<file path="src/fbp_params.svh">
// Constants for the flash block protection logic: geometry and policy encodings.
// Assumes byte addresses into the flash array starting at zero.
`ifndef FBP_PARAMS_SVH
`define FBP_PARAMS_SVH

// ==========================================================================
// Geometry
`define FBP_FLASH_BYTES 131072
`define FBP_ERASE_BYTES 1024
`define FBP_PAIR_BYTES 2048
`define FBP_ADDR_W 17
`define FBP_PAIR_CNT 64
`define FBP_PAIR_W 6
`define FBP_ERASED_WORD 32'hffffffff

// ==========================================================================
// Protection field positions in the per-pair setting
`define FBP_BIT_RO 0
`define FBP_BIT_XO 1

`endif

</file>
<file path="src/fbp_pkg.sv">
// Types shared by the flash block protection logic.
// Assumes fbp_params.svh is on the include path.
package fbp_pkg;

  // Kind of access a requester asks for
  typedef enum logic [2:0] {
    FBP_OP_FETCH,
    FBP_OP_DREAD,
    FBP_OP_DBG_READ,
    FBP_OP_PROGRAM,
    FBP_OP_ERASE
  } fbp_op_t;

  // Reason for refusal
  typedef enum logic [1:0] {
    FBP_ERR_NONE,
    FBP_ERR_RANGE,
    FBP_ERR_WRITE_PROT,
    FBP_ERR_READ_PROT
  } fbp_err_t;

endpackage : fbp_pkg

</file>
<file path="src/fbp_policy.sv">
// Pure access decision for one request against one pair's setting.
// Assumes the caller supplies the setting of the pair that holds the address.
`timescale 1ns/1ns
`include "fbp_params.svh"
module fbp_policy
(
  input wire fbp_pkg::fbp_op_t op,
  input wire logic in_range,
  input wire logic [1:0] prot,
  output fbp_pkg::fbp_err_t err
);

  // ==========================================================================
  // Decision
  // Range first, then write protection, then read protection
  always_comb
  begin
    err = fbp_pkg::FBP_ERR_NONE;
    if (!in_range)
      err = fbp_pkg::FBP_ERR_RANGE;
    else if ((op == fbp_pkg::FBP_OP_PROGRAM || op == fbp_pkg::FBP_OP_ERASE) &&
             (prot[`FBP_BIT_RO] || prot[`FBP_BIT_XO]))
      err = fbp_pkg::FBP_ERR_WRITE_PROT;
    else if (prot[`FBP_BIT_XO] && (op == fbp_pkg::FBP_OP_DREAD || op == fbp_pkg::FBP_OP_DBG_READ))
      err = fbp_pkg::FBP_ERR_READ_PROT;
  end

endmodule : fbp_policy

</file>
<file path="src/fbp_guard.sv">
// Flash block protection gate: checks each request and drives flash commands.
// Assumes one request per cycle from an arbiter on the same clock; the flash
// array answers erase/program/read commands and settings come from logic.
// Each request is answered exactly two edges after it is taken, refused or
// not, so answers leave in request order and need no tag.
// Limitation: no busy handshake; the arbiter must hold off while the array
// is still erasing or programming.
// prot_map is read in the cycle of the request, so a change of setting
// applies from the next request on.
//
// How it works
// - flash is 128 KB; out-of-range refused
// - erase touches one 1 KB unit only
// - erased unit reads back all ones
// - one setting per 2 KB pair
// - read-only pair refuses erase and program
// - execute-only pair refuses erase and program
// - execute-only pair serves instruction fetches only
`timescale 1ns/1ns
`include "fbp_params.svh"
module fbp_guard
#(
  parameter int ADDR_W = `FBP_ADDR_W,
  parameter int PAIR_CNT = `FBP_PAIR_CNT
)
(
  input wire logic sys_clk,
  input wire logic rst,
  input wire logic req_valid,
  input wire fbp_pkg::fbp_op_t req_op,
  input wire logic [31:0] req_addr,
  input wire logic [31:0] req_wdata,
  input wire logic [2*PAIR_CNT-1:0] prot_map,
  input wire logic [31:0] flash_rdata,
  output logic resp_valid,
  output logic resp_fault,
  output fbp_pkg::fbp_err_t resp_err,
  output logic [31:0] resp_rdata,
  output logic flash_erase,
  output logic flash_prog,
  output logic flash_read,
  output logic [ADDR_W-1:0] flash_addr,
  output logic [31:0] flash_wdata
);

  localparam int PAIR_W = $clog2(PAIR_CNT);

  // Pair index from a byte address
  function automatic logic [PAIR_W-1:0] pair_of(input logic [31:0] a);
    pair_of = a[ADDR_W-1 -: PAIR_W];
  endfunction : pair_of

  // First byte of the 1 KB erase unit holding an address
  function automatic logic [ADDR_W-1:0] unit_base(input logic [31:0] a);
    unit_base = a[ADDR_W-1:0] & ~ADDR_W'(`FBP_ERASE_BYTES - 1);
  endfunction : unit_base

  // Operations that hand flash contents back to a requester
  function automatic logic is_read_op(input fbp_pkg::fbp_op_t op);
    is_read_op = (op == fbp_pkg::FBP_OP_FETCH) || (op == fbp_pkg::FBP_OP_DREAD) ||
      (op == fbp_pkg::FBP_OP_DBG_READ);
  endfunction : is_read_op

  // ==========================================================================
  // Request decode
  logic in_range;
  logic [1:0] prot;
  fbp_pkg::fbp_err_t err;
  logic grant;

  // Full-width compare, so addresses above the array never alias into it
  assign in_range = (req_addr < 32'(`FBP_FLASH_BYTES));
  assign prot = prot_map[2*pair_of(req_addr) +: 2];

  // Verdict for this request against its pair's setting
  fbp_policy u_policy
  (
    .op(req_op),
    .in_range(in_range),
    .prot(prot),
    .err(err)
  );

  // Only a clean verdict lets a command reach the array
  assign grant = req_valid && (err == fbp_pkg::FBP_ERR_NONE);

  // ==========================================================================
  // Stage 1: command to the flash array
  logic cmd_erase_nxt;
  logic cmd_prog_nxt;
  logic cmd_read_nxt;
  logic [ADDR_W-1:0] addr_nxt;
  logic [31:0] wdata_nxt;

  // Flash strobes only when allowed, so refusals never disturb contents
  always_comb
  begin
    cmd_erase_nxt = 1'b0;
    cmd_prog_nxt = 1'b0;
    cmd_read_nxt = 1'b0;
    addr_nxt = flash_addr;
    wdata_nxt = flash_wdata;
    if (grant)
    begin
      addr_nxt = req_addr[ADDR_W-1:0];
      unique case (req_op)
        fbp_pkg::FBP_OP_ERASE:
        begin
          cmd_erase_nxt = 1'b1;
          // Align to 1 KB unit so neighbours are untouched
          addr_nxt = unit_base(req_addr);
        end
        fbp_pkg::FBP_OP_PROGRAM:
        begin
          cmd_prog_nxt = 1'b1;
          wdata_nxt = req_wdata;
        end
        // All three read kinds share one strobe
        fbp_pkg::FBP_OP_FETCH, fbp_pkg::FBP_OP_DREAD, fbp_pkg::FBP_OP_DBG_READ:
        begin
          cmd_read_nxt = is_read_op(req_op);
        end
        default:
        begin
          cmd_read_nxt = 1'b0;
        end
      endcase
    end
  end

  // Command registers; address and data hold between granted requests
  always_ff @(posedge sys_clk)
  begin
    if (rst)
    begin
      flash_erase <= 1'b0;
      flash_prog <= 1'b0;
      flash_read <= 1'b0;
      flash_addr <= '0;
      flash_wdata <= 32'h00000000;
    end
    else
    begin
      flash_erase <= cmd_erase_nxt;
      flash_prog <= cmd_prog_nxt;
      flash_read <= cmd_read_nxt;
      flash_addr <= addr_nxt;
      flash_wdata <= wdata_nxt;
    end
  end

  // ==========================================================================
  // Stage 1: verdict kept for the answer
  logic pend_r;
  logic pend_nxt;
  fbp_pkg::fbp_err_t pend_err_r;
  fbp_pkg::fbp_err_t pend_err_nxt;
  logic pend_read_r;
  logic pend_read_nxt;

  // Every request is answered, refused or not, to keep answers in order
  always_comb
  begin
    pend_nxt = req_valid;
    pend_err_nxt = req_valid ? err : fbp_pkg::FBP_ERR_NONE;
    pend_read_nxt = grant && is_read_op(req_op);
  end

  // Verdict registers
  always_ff @(posedge sys_clk)
  begin
    if (rst)
    begin
      pend_r <= 1'b0;
      pend_err_r <= fbp_pkg::FBP_ERR_NONE;
      pend_read_r <= 1'b0;
    end
    else
    begin
      pend_r <= pend_nxt;
      pend_err_r <= pend_err_nxt;
      pend_read_r <= pend_read_nxt;
    end
  end

  // ==========================================================================
  // Stage 2: answer to the requester
  logic resp_valid_nxt;
  logic resp_fault_nxt;
  fbp_pkg::fbp_err_t resp_err_nxt;
  logic [31:0] resp_rdata_nxt;

  // Answer one cycle after the flash command; blocked reads return zero
  always_comb
  begin
    resp_valid_nxt = pend_r;
    resp_fault_nxt = pend_r && (pend_err_r != fbp_pkg::FBP_ERR_NONE);
    resp_err_nxt = pend_r ? pend_err_r : fbp_pkg::FBP_ERR_NONE;
    resp_rdata_nxt = (pend_r && pend_read_r) ? flash_rdata : 32'h00000000;
  end

  // Answer registers; every field stands for one cycle only
  always_ff @(posedge sys_clk)
  begin
    if (rst)
    begin
      resp_valid <= 1'b0;
      resp_fault <= 1'b0;
      resp_err <= fbp_pkg::FBP_ERR_NONE;
      resp_rdata <= 32'h00000000;
    end
    else
    begin
      resp_valid <= resp_valid_nxt;
      resp_fault <= resp_fault_nxt;
      resp_err <= resp_err_nxt;
      resp_rdata <= resp_rdata_nxt;
    end
  end

endmodule : fbp_guard

</file>
<file path="config.mk">
export PLATFORM = sky130hd
export DESIGN_NAME = fbp_guard
export DESIGN_NICKNAME = d
export VERILOG_FILES = /design/src/fbp_pkg.sv /design/src/fbp_policy.sv /design/src/fbp_guard.sv
export VERILOG_INCLUDE_DIRS = /design/src
export SDC_FILE = /design/constraint.sdc
export NUM_CORES = 1
export LEC_CHECK = 0
export BUFFER_PORTS_ARGS = -buffer_cell sky130_fd_sc_hd__buf_2
export CAP_MARGIN = 25
export CORE_AREA = 8 8 116 118
export DETAILED_ROUTE_END_ITERATION = 10
export DIE_AREA = 0 0 124 126
export HOLD_SLACK_MARGIN = 0.1
export PLACE_DENSITY = 0.73
export SLEW_MARGIN = 10
export SYNTH_ARGS = -nofsm -noshare
export SYNTH_HDL_FRONTEND = slang
export SYNTH_HIERARCHICAL = 1
export SYNTH_SLANG_ARGS = --single-unit
</file>
<file path="constraint.sdc">
create_clock -name sys_clk -period 4.31 [get_ports sys_clk]
set_input_delay 0.431 -clock sys_clk [delete_from_list [all_inputs] [get_ports sys_clk]]
set_output_delay 0.431 -clock sys_clk [all_outputs]
set_load 0.01 [all_outputs]
</file>
### Yosys cells after proc, flatten, opt, wreduce, memory -nomap -nowiden

Cells that the tools add are included.

| operators by class | value |
|---|---|
| eq/ne operators | 4 |
| shifts and indexed selects | 1 |
| magnitude comparators | 1 |
| mux-type cells | 6 |
| reductions and logical operators | 21 |
| bitwise operators | 5 |

Operators with widths:

| operator | number |
|---|---|
| $shiftx A128 B8 Y2 | 1 |
| $lt A32 B18 Y1 const B | 1 |
| $mux W10 | 1 |
| $reduce_or A2 Y1 | 4 |
| $eq A3 B2 Y1 const B | 2 |
| $logic_and A1 B1 Y1 | 6 |
| $mux W2 | 3 |
| $reduce_or A3 Y1 | 2 |
| $logic_or A1 B1 Y1 | 5 |
| $not A1 Y1 | 5 |
| $eq A3 B1 Y1 const B | 1 |
| $eq A3 B3 Y1 const B | 1 |
| $logic_not A3 Y1 | 1 |
| $logic_not A2 Y1 | 1 |
| $mux W1 | 2 |
| $reduce_and A2 Y1 | 1 |
| $reduce_bool A2 Y1 | 1 |

| word-level totals | value |
|---|---|
| register bits after elaboration | 92 |
| output and inout bits | 88 |
| bits of input ports | 230 |
| word-level logic and storage cells | 50 |

### Longest topological paths before layout

Gate-level depths: netlist of the first run.

| depth | value |
|---|---|
| depth after elaboration | 10 |
| mapped depth | 18 |
| gate-level depth less buffers | 13 |

### Hierarchy

Netlist of the first run, hierarchy kept.

By module, submodules not included:

| module | seq. area each (um^2) | times used | cells an instance | area each (um^2) |
|---|---|---|---|---|
| fbp_guard | 1841.8 | 1 | 394 | 4002.6 |
| fbp_policy | 0.0 | 1 | 9 | 61.3 |

### Least setup slack after synthesis of the first run

OpenSTA, ideal clock, no wires.

| path | value |
|---|---|
| path type | input -> register |
| start | in req_addr[11] |
| end | reg flash_wdata[14] |
| library setup time | 0.132 ns |
| required time | 4.178 ns |
| buffers on the path | 3 |
| arrival time | 3.037 ns |
| path slack | 1.141 ns |
| cell stages on the path | 16 |
| path through | buf_2 mux4_2 mux2i_1 nor4_1 nor3_2 o21ai_1 nor2_1 nor4b_2 o21a_1 nor2_1 nand2_1 or3_1 clkbuf_1 clkbuf_1 nand2_1 a21oi_1 |

| on the way | value |
|---|---|
| word-level cells in the longest chain between the ends | 8 |
| elaborated cells on any way between the ends | 11 |
| classes of those cells | order compare (1); shift (1); mux (3); reduce/logical (6) |

RTL lines:

| what | line | text |
|---|---|---|
| from (decl) | fbp_guard.sv:31 | `input wire logic [31:0] req_addr,` |
| $shiftx A128 B8 Y2 (*) | fbp_guard.sv:73 | `assign prot = prot_map[2*pair_of(req_addr) +: 2];` |
| net prot[1] | fbp_guard.sv:67 | `logic [1:0] prot;` |
| $logic_and A1 B1 Y1 or $logic_or A1 B1 Y1 (tied branches) | fbp_policy.sv:24, fbp_policy.sv:22 |  |
| $mux W2 or $logic_and A1 B1 Y1 (tied branches) | fbp_policy.sv:24, fbp_policy.sv:21 |  |
| $mux W2 (*) | fbp_policy.sv:21 | `else if ((op == fbp_pkg::FBP_OP_PROGRAM \|\| op == fbp_pkg::FBP_OP_ERASE) &&` |
| $mux W2 (*) | fbp_policy.sv:19 | `if (!in_range)` |
| net err[1] | fbp_guard.sv:68 | `fbp_pkg::fbp_err_t err;` |
| $logic_not A2 Y1 (*) | fbp_guard.sv:85 | `assign grant = req_valid && (err == fbp_pkg::FBP_ERR_NONE);` |
| $logic_and A1 B1 Y1 (*) | fbp_guard.sv:85 |  |
| $reduce_and A2 Y1 (no source line) (*) | - |  |
| to (signal assigned) | fbp_guard.sv:148 | `flash_wdata <= wdata_nxt;` |
| to (decl) | fbp_guard.sv:43 | `output logic [31:0] flash_wdata` |

The timed path passes the listed nets; every way through them passes the cells marked *.
A chain may end at the register's enable or synchronous reset.

### Final worst setup path of the first run

| path | value |
|---|---|
| start | in req_addr[11] |
| end | reg flash_wdata[9] |

| on the way | value |
|---|---|
| word-level cells in the longest chain between the ends | 8 |
| elaborated cells on any way between the ends | 11 |
| classes of those cells | order compare (1); shift (1); mux (3); reduce/logical (6) |

RTL lines:

| what | line | text |
|---|---|---|
| $shiftx A128 B8 Y2 | fbp_guard.sv:73 |  |
| net prot[0] | fbp_guard.sv:67 |  |
| $logic_or A1 B1 Y1 | fbp_policy.sv:22 | `` (prot[`FBP_BIT_RO] \|\| prot[`FBP_BIT_XO])) `` |
| $logic_and A1 B1 Y1 | fbp_policy.sv:21 |  |
| $mux W2 | fbp_policy.sv:21 |  |
| $mux W2 | fbp_policy.sv:19 |  |
| net err[1] | fbp_guard.sv:68 |  |
| $logic_not A2 Y1 | fbp_guard.sv:85 |  |
| $logic_and A1 B1 Y1 | fbp_guard.sv:85 |  |
| $reduce_and A2 Y1 (no source line) | - |  |

The timed path passes the listed nets, and every way through them passes these cells.

==> results of run 1 <==
==> registers in the layout, indices dropped and copies added, names as in the netlist <==
name,count
pend_read_r,1
resp_rdata,32
resp_fault,1
flash_prog,1
flash_read,1
flash_wdata,32
pend_err_r,2
pend_r,1
flash_erase,1
flash_addr,17
resp_err,2
resp_valid,1
==> metal layers <==
metal	GRT usage [%]	routed length, µm
met5	0	0
met4	7.63	353
met3	7.19	1960
met2	33.6	7850
met1	18.0	5040
==> layout by cell type, fill, tap and decap left out, types with 3 or more instances in the layout <==
cell type and count:
nor2b_1 4, dfxtp_1 92, a22oi_1 12, a21oi_1 43, and2_1 5, nor2_1 16
nor3_2 3, nand2_1 83, and3_1 32, nor4_1 6, mux4_2 29, clkbuf_16 9
mux4_1 3, buf_2 317, buf_4 6, mux2i_1 14, nand3_1 5
==> through the flow <==
step | setup WS (ns) | instances | power [W] | hold slack, ns
2_1_floorplan | 1.14 | 403 | 0.000989 | 0.420
3_3_place_gp | 0.482 | 840 | 0.00110 | 0.435
3_5_place_dp | 0.335 | 840 | 0.00111 | 0.432
4_1_cts | 0.692 | 856 | 0.00195 | 0.307
5_1_grt | 0.359 | 857 | 0.00201 | 0.316
6_report | 0.735 | 857 | 0.00192 | 0.325
==> report_power, final <==
part / total [W] / switching, W / internal (W)
registers: 0.000852 / 0.000000275 / 0.000851
clock network: 0.000836 / 0.000325 / 0.000511
logic: 0.000235 / 0.0000929 / 0.000142
total: 0.00192 / 0.000419 / 0.00150
==> synth_stat cells, types with 6 or more instances <==
cell type	number
nor4_1	6
a21oi_1	43
mux2i_1	14
dfxtp_1	92
clkbuf_1	20
nor2_1	16
a22oi_1	12
mux4_2	29
nand2_1	83
and3_1	32
==> cells by family (layout without fill, tap and decap cells) <==
logic type	after synthesis	in the layout	share of synthesized area, %
buffers and inverters	36	342	4.71
DFF	92	92	45.3
AOI/OAI and AO/OA	64	64	8.81
muxes	46	46	21.5
and+or+nand+nor	164	164	19.5
xor gates and xnor gates	1	1	0.216
other	0	1	0
==> worst register-to-register path: stages, from the launching register on <==
cell and delay, ns:
dfxtp_1 0.29, nor2b_1 0.12, buf_4 0.26, and2_1 0.20, or2_2 0.30
==> final timing paths <==
kind | start | cells past startpoint | to | slack (ns)
setup reg to reg | pend_r | 4 | resp_fault | 3.04
setup / recovery | req_addr[11] | 16 | flash_wdata[9] | 0.73
hold reg to reg | pend_err_r[1] | 1 | resp_err[1] | 0.45
hold / removal | flash_rdata[29] | 2 | resp_rdata[29] | 0.32
==> cell type report <==
| type | instances | share of cell area [%] |
|---|---|---|
| Multi-Input combinational cell | 275 | 33.7 |
| Sequential cell | 92 | 30.5 |
| Timing Repair Buffer | 324 | 27.3 |
| Clock buffer | 9 | 3.72 |
| Tap cell | 147 | 3.04 |
| Clock inverter | 7 | 1.63 |
| Inverter | 2 | 0.124 |
| Antenna cell | 1 | 0.0414 |
==> metrics.txt, run 1 <==
# TYPE chip_impl_metric gauge
chip_impl_metric{name="syn-num-nets",unit=""} 633
chip_impl_metric{name="n_fill_cell",unit=""} 1105
chip_impl_metric{name="final_routed_drc_violation_total",unit=""} 0
chip_impl_metric{name="flow.area_growth_from_synthesis",unit="%"} 48.8
chip_impl_metric{name="syn-mean-instance-area",unit="µm²"} 10.1
chip_impl_metric{name="timing.final.hold_violations",unit=""} 0
chip_impl_metric{name="final_layout_setup_total_negative_slack",unit="ns"} 0
chip_impl_metric{name="cells_after_synth",unit=""} 403
chip_impl_metric{name="place_congestion",unit=""} 0.830
chip_impl_metric{name="core",unit="µm²"} 11700
chip_impl_metric{name="layout.nets",unit=""} 934
chip_impl_metric{name="netlist_area_before_placement",unit="µm²"} 4060
chip_impl_info{name="hold_class",value="input port to flop"} 1
chip_impl_metric{name="ioPinCount",unit=""} 318
chip_impl_metric{name="cts.path.max_buffers",unit=""} 2
chip_impl_metric{name="timing.critical_path.required",unit="ns"} 4.48
chip_impl_metric{name="cp.arrival",unit="ns"} 3.74
chip_impl_metric{name="die_width",unit="µm"} 124
chip_impl_metric{name="peakVddDrop",unit="mV"} 0.252
chip_impl_metric{name="max_stage_delay",unit="ns"} 0.53
chip_impl_info{name="category_of_the_critical_setup_timing_path",value="input port to flop"} 1
chip_impl_metric{name="netlist.area_leader.share",unit="%"} 45.3
chip_impl_metric{name="p_per_area",unit="nW/µm²"} 318
chip_impl_metric{name="fmaxAchievable",unit="MHz"} 280
chip_impl_metric{name="place_hpwl",unit="µm"} 12700
chip_impl_metric{name="synth.yosys.warnings",unit=""} 6
chip_impl_metric{name="path_clk_slew",unit="ns"} 0.07
chip_impl_info{name="start_kind",value="input port"} 1
chip_impl_info{name="tritoncts",value="done"} 1
chip_impl_metric{name="cts_resized",unit=""} 0
chip_impl_metric{name="path_max_fanout",unit=""} 32
chip_impl_metric{name="routedWlPerCell",unit="µm"} 17.7
chip_impl_metric{name="post-route-period-util",unit="%"} 83.0
chip_impl_metric{name="postSynthRegisterBits",unit=""} 92
chip_impl_metric{name="timing.max_cap.violations",unit=""} 0
chip_impl_metric{name="yosys.cell_types.count",unit=""} 34
chip_impl_metric{name="synth-edff-count",unit=""} 0
chip_impl_metric{name="post_route_cells_drive_above_1_share",unit="%"} 52.8
chip_impl_metric{name="grt_start_max_net_pins",unit=""} 56
chip_impl_metric{name="dr.first_iter.drc_count",unit=""} 210
chip_impl_metric{name="dpl-instance-area",unit="µm²"} 5720
chip_impl_metric{name="global_route_wire_length_before_repair",unit="µm"} 22500
chip_impl_metric{name="quantity_of_hold_fixing_buffers_added_after_cts",unit=""} 0
chip_impl_info{name="setup.worst_path.end_class",value="flop"} 1
chip_impl_metric{name="fin_worst_skew",unit="ns"} 0.00757
chip_impl_info{name="cpMaxStageDelayCell",value="mux4_2"} 1
chip_impl_metric{name="ys_async_rst_share",unit="%"} 0
chip_impl_info{name="path_cells",value="buf_2, buf_12, mux4_2, mux2i_1, o22ai_1, nor3_2, o21ai_1, nor2_1, nor4b_2, o21a_1, nor2_1, nand2_1, or3_1, buf_4, nand2_1, a21oi_1"} 1
chip_impl_info{name="clock-root-buffer",value="clkbuf_16"} 1
chip_impl_metric{name="cts.sink_count",unit=""} 92
chip_impl_metric{name="design.die.area",unit="µm²"} 15600
chip_impl_metric{name="wirelength",unit="µm"} 15200
chip_impl_metric{name="setup_viol",unit=""} 0
chip_impl_metric{name="ff_latch_area",unit="µm²"} 1840
chip_impl_metric{name="gr-total-overflow",unit=""} 0
chip_impl_metric{name="worst-slew-pin-transition",unit="ns"} 1.02
chip_impl_metric{name="cts_made_buffers",unit=""} 9
chip_impl_info{name="grt_setup_unrepaired",value="no"} 1
chip_impl_metric{name="global_route.usage.total",unit="%"} 18.5
chip_impl_metric{name="floorplan.initialDensity",unit="%"} 34.7
chip_impl_metric{name="clkLatencyLatePin",unit="ns"} 0.33
chip_impl_info{name="synth.largest_area_cell",value="dfxtp_1"} 1
chip_impl_metric{name="die_height",unit="µm"} 126
chip_impl_metric{name="multiInputGateArea",unit="µm²"} 2040
chip_impl_metric{name="floorplan.rows",unit=""} 40
chip_impl_metric{name="post-route-min-period",unit="ns"} 3.58
chip_impl_metric{name="routed_via_density",unit=""} 4.92
chip_impl_metric{name="worst-path-buf-inv",unit=""} 3
chip_impl_metric{name="vias",unit=""} 4213
chip_impl_metric{name="cts.repair_timing.setup_buffer_count",unit=""} 0
chip_impl_metric{name="final_core_area_utilization",unit="%"} 51.6
chip_impl_metric{name="p_leak",unit="nW"} 3.03
chip_impl_metric{name="drtAntennaViolNets",unit=""} 0
chip_impl_info{name="status",value="completed"} 1
chip_impl_info{name="post_synth_main_area_contributors",value="dfxtp_1, mux4_2, nand2_1, a21oi_1, and3_1"} 1
chip_impl_metric{name="cts-htree-levels",unit=""} 3
chip_impl_metric{name="first_global_vias",unit=""} 4406
chip_impl_info{name="path_delay_family",value="simple AND/OR/NAND/NOR gates"} 1
chip_impl_metric{name="numPortBuffers",unit=""} 317
chip_impl_metric{name="grt_antenna_before_repair",unit=""} 1
chip_impl_metric{name="maxSlewViolCount",unit=""} 0
chip_impl_metric{name="timing.slew.headroom",unit="%"} 31.7
chip_impl_info{name="synth_top_flop_cell",value="dfxtp_1"} 1
chip_impl_metric{name="synth_seq_area_share",unit="%"} 45.3
chip_impl_metric{name="stdcell_area",unit="µm²"} 6050
chip_impl_metric{name="drt-pass1-iter-count",unit=""} 4
Note: power is estimated with default switching activity, not from simulation.
==> run 2: changes to the inputs <==
Settings changed: ABC_AREA set to 1, CORE_AREA 8 8 116 118 to 8 8 118 120, DIE_AREA 0 0 124 126 to 0 0 126 128, PLACE_DENSITY 0.73 to 0.74.
Clock period 4.31 ns to 3.4 ns, I/O delays scaled along.
==> metrics.txt, run 2 <==
# TYPE chip_impl_metric gauge
chip_impl_metric{name="cts.repair_timing.setup_buffer_count",unit=""} 0
chip_impl_info{name="tritoncts",value="done"} 1
chip_impl_metric{name="syn-mean-instance-area",unit="µm²"} 6.60
chip_impl_metric{name="final_core_area_utilization",unit="%"} 51.5
chip_impl_metric{name="final_routed_drc_violation_total",unit=""} 0
chip_impl_metric{name="die_height",unit="µm"} 128
chip_impl_metric{name="fmaxAchievable",unit="MHz"} 396
chip_impl_info{name="synth_top_cells_by_count",value="nand2_1, nor2_1, nand3_1, dfxtp_1, o21ai_0"} 1
chip_impl_metric{name="peakVddDrop",unit="mV"} 0.179
chip_impl_metric{name="die_width",unit="µm"} 126
chip_impl_metric{name="flow.area_growth_from_synthesis",unit="%"} 42.7
chip_impl_info{name="post_synth_main_area_contributors",value="dfxtp_1, nand2_1, nand3_1, nor2_1, o21ai_0"} 1
chip_impl_info{name="setup.worst_path.end_class",value="flop"} 1
chip_impl_info{name="mostFrequentLayoutCells",value="buf_2, nand2_1, nor2_1"} 1
chip_impl_metric{name="fin_worst_skew",unit="ns"} 0.00745
chip_impl_metric{name="place_hpwl",unit="µm"} 13300
chip_impl_metric{name="post-route-min-period",unit="ns"} 2.53
chip_impl_metric{name="place_congestion",unit=""} 0.901
chip_impl_metric{name="placed_cells",unit=""} 1103
chip_impl_metric{name="first_global_vias",unit=""} 5137
chip_impl_metric{name="core",unit="µm²"} 12200
chip_impl_metric{name="p_leak",unit="nW"} 3.52
chip_impl_info{name="start_kind",value="input port"} 1
chip_impl_info{name="synth_top_flop_cell",value="dfxtp_1"} 1
chip_impl_metric{name="place_ws",unit="ns"} 0.534
chip_impl_metric{name="postSynthRegisterBits",unit=""} 92
chip_impl_metric{name="quantity_of_hold_fixing_buffers_added_after_cts",unit=""} 0
chip_impl_metric{name="synth_seq_area_share",unit="%"} 41.8
chip_impl_metric{name="ioPinCount",unit=""} 318
chip_impl_info{name="grt_setup_unrepaired",value="no"} 1
chip_impl_metric{name="design.die.area",unit="µm²"} 16100
chip_impl_metric{name="layout.nets",unit=""} 1195
chip_impl_metric{name="drtAntennaViolNets",unit=""} 0
chip_impl_metric{name="cts.sink_count",unit=""} 92
chip_impl_metric{name="floorplan.rows",unit=""} 41
chip_impl_metric{name="ys_async_rst_share",unit="%"} 0
chip_impl_metric{name="vias",unit=""} 5268
chip_impl_metric{name="netlist.area_leader.share",unit="%"} 41.8
chip_impl_metric{name="stdcell_area",unit="µm²"} 6290
chip_impl_metric{name="p_per_area",unit="nW/µm²"} 390
chip_impl_metric{name="timing.slew.headroom",unit="%"} 61.4
chip_impl_metric{name="setup_viol",unit=""} 0
chip_impl_metric{name="clkLatencyLatePin",unit="ns"} 0.34
chip_impl_metric{name="post_route_cells_drive_above_1_share",unit="%"} 36.5
chip_impl_metric{name="wirelength",unit="µm"} 16700
chip_impl_metric{name="timing.final.hold_violations",unit=""} 0
chip_impl_metric{name="post-route-period-util",unit="%"} 74.3
chip_impl_metric{name="timing.critical_path.required",unit="ns"} 3.67
chip_impl_metric{name="gr-total-overflow",unit=""} 0
chip_impl_metric{name="dr.first_iter.drc_count",unit=""} 227
chip_impl_metric{name="worst-slew-pin-transition",unit="ns"} 0.579
chip_impl_metric{name="dpl-instance-area",unit="µm²"} 5960
chip_impl_metric{name="share_comb_of_total_power",unit="%"} 13.7
chip_impl_info{name="status",value="completed"} 1
chip_impl_metric{name="floorplan.initialDensity",unit="%"} 36.1
chip_impl_metric{name="power.internal",unit="W"} 0.00183
chip_impl_metric{name="cts_resized",unit=""} 0
chip_impl_metric{name="yosys.cell_types.count",unit=""} 21
chip_impl_info{name="synth.largest_area_cell",value="dfxtp_1"} 1
chip_impl_metric{name="cp.arrival",unit="ns"} 2.80
chip_impl_metric{name="synth-edff-count",unit=""} 0
chip_impl_metric{name="timing.final.ws_setup",unit="ns"} 0.874
chip_impl_metric{name="netlist_area_before_placement",unit="µm²"} 4410
chip_impl_info{name="category_of_the_critical_setup_timing_path",value="input port to flop"} 1
chip_impl_metric{name="routed_via_density",unit=""} 4.70
chip_impl_metric{name="pwr-share-clk",unit="%"} 42.3
chip_impl_metric{name="fin_cells",unit=""} 1121
chip_impl_metric{name="global_route_wire_length_before_repair",unit="µm"} 25900
chip_impl_metric{name="cts_made_buffers",unit=""} 9
chip_impl_metric{name="drt-pass1-iter-count",unit=""} 4
chip_impl_info{name="clock-root-buffer",value="clkbuf_16"} 1
chip_impl_metric{name="path_clk_slew",unit="ns"} 0.07
chip_impl_metric{name="grt_start_max_net_pins",unit=""} 53
chip_impl_metric{name="synth.yosys.warnings",unit=""} 6
chip_impl_metric{name="timing.max_cap.violations",unit=""} 0
chip_impl_info{name="hold_class",value="input port to flop"} 1
chip_impl_metric{name="numPortBuffers",unit=""} 317
chip_impl_metric{name="net-switching-power",unit="W"} 0.000625
chip_impl_metric{name="cells_after_synth",unit=""} 668
chip_impl_metric{name="swShare",unit="%"} 25.5
chip_impl_metric{name="n_fill_cell",unit=""} 1264
chip_impl_info{name="reg.largest.list",value="flash_wdata: 32 flops, resp_rdata: 32 flops, flash_addr: 17 flops"} 1
chip_impl_metric{name="cts.path.max_buffers",unit=""} 2
chip_impl_metric{name="syn-num-nets",unit=""} 898
chip_impl_metric{name="routedWlPerCell",unit="µm"} 14.9
chip_impl_info{name="most_frequent_standard_cell_in_the_layout_excluding_fill_and_tap_cells",value="buf_2"} 1
chip_impl_metric{name="seq_power_share",unit="%"} 44.0
chip_impl_metric{name="maxSlewViolCount",unit=""} 0
chip_impl_info{name="synth.most_common_cell",value="nand2_1"} 1
chip_impl_metric{name="final_layout_setup_total_negative_slack",unit="ns"} 0
chip_impl_metric{name="cts-htree-levels",unit=""} 3
chip_impl_metric{name="grt_antenna_before_repair",unit=""} 2
chip_impl_metric{name="path_max_fanout",unit=""} 39
chip_impl_metric{name="global_route.usage.total",unit="%"} 19.9
==> run 2: changes by cell type in the layout (fill, tap and decap cells not counted), sizes merged, moves of 12 or more <==
cell	previous run	this run
nand3	5	108
nor2	16	122
mux4	32	0
mux2i	14	0
a22oi	12	0
a21oi	43	18
nand2	83	177
o21ai	4	49
inv	3	52
and3	32	2
==> run 2: power by group through the flow <==
stage	registers [W]	logic (W)	clock network [W]
global placement	0.00110	0.000335	0
CTS	0.00108	0.000337	0.00107
floorplan	0.00110	0.000180	0
global route	0.00108	0.000380	0.00111
finish	0.00108	0.000336	0.00104
detailed placement	0.00110	0.000336	0
==> run 2: metal layers <==
layer  wire length [µm]  up-vias  global-route usage, %  share of wire [%]
met4                401        2                   7.93                2.4
met5                 13        -                      0              0.078
met1               6440     2271                   21.4                 39
met3               1670       34                   7.74                 10
met2               8180      251                   34.4                 49
li1                   -     2710                      -                  -
==> run 2: through the flow <==
| stage | hold slack [ns] | total power (W) |
|---|---|---|
| floorplan | 0.412 | 0.00128 |
| global placement | 0.425 | 0.00144 |
| detailed placement | 0.437 | 0.00144 |
| CTS | 0.189 | 0.00249 |
| global route | 0.190 | 0.00257 |
| finish | 0.206 | 0.00246 |
==> run 2: critical path, cell delays in order <==
cell	delay, ns
buf_2	0.21
inv_2	0.09
buf_4	0.34
nand2_1	0.12
nand3_1	0.09
nand3_1	0.09
nand2_1	0.07
nand2_1	0.04
nand3_1	0.09
nand3_1	0.07
nand2_1	0.10
inv_1	0.05
nor2_1	0.10
nand2_2	0.08
a21oi_2	0.19
nor3_4	0.07
nand2_2	0.08
buf_4	0.29
o21ai_0	0.12
nor2_1	0.15
==> run 2: kinds of logic (layout without fill, tap and decap cells) <==
group / count (synthesis) / after routing / synth area share [%]
buffers and inverters: 93 / 395 / 11.2
AO/OA/AOI/OAI: 67 / 67 / 7.69
flip-flops: 92 / 92 / 41.8
AND/OR/NAND/NOR: 416 / 416 / 39.3
other: 0 / 1 / 0
==> run 2: worst paths after layout <==
kind,from,end,slack [ns],depth (start not counted)
setup / recovery,req_addr[11],flash_wdata[10],0.87,20
hold / removal,flash_rdata[5],resp_rdata[5],0.21,3
setup reg to reg,pend_r,resp_rdata[18],2.13,5
hold reg to reg,pend_err_r[0],resp_err[0],0.45,2
==> run 2: area by class of cell <==
type / count / area (µm²) / share of cell area (%)
antenna: 1 / 2.50 / 0.0398
clock buffer: 9 / 225 / 3.58
clock inverter: 7 / 92.6 / 1.47
inverter: 50 / 189 / 3.00
multi-input combinational: 483 / 2070 / 33.0
sequential: 92 / 1840 / 29.3
tap: 150 / 188 / 2.98
timing repair buffer: 329 / 1680 / 26.7
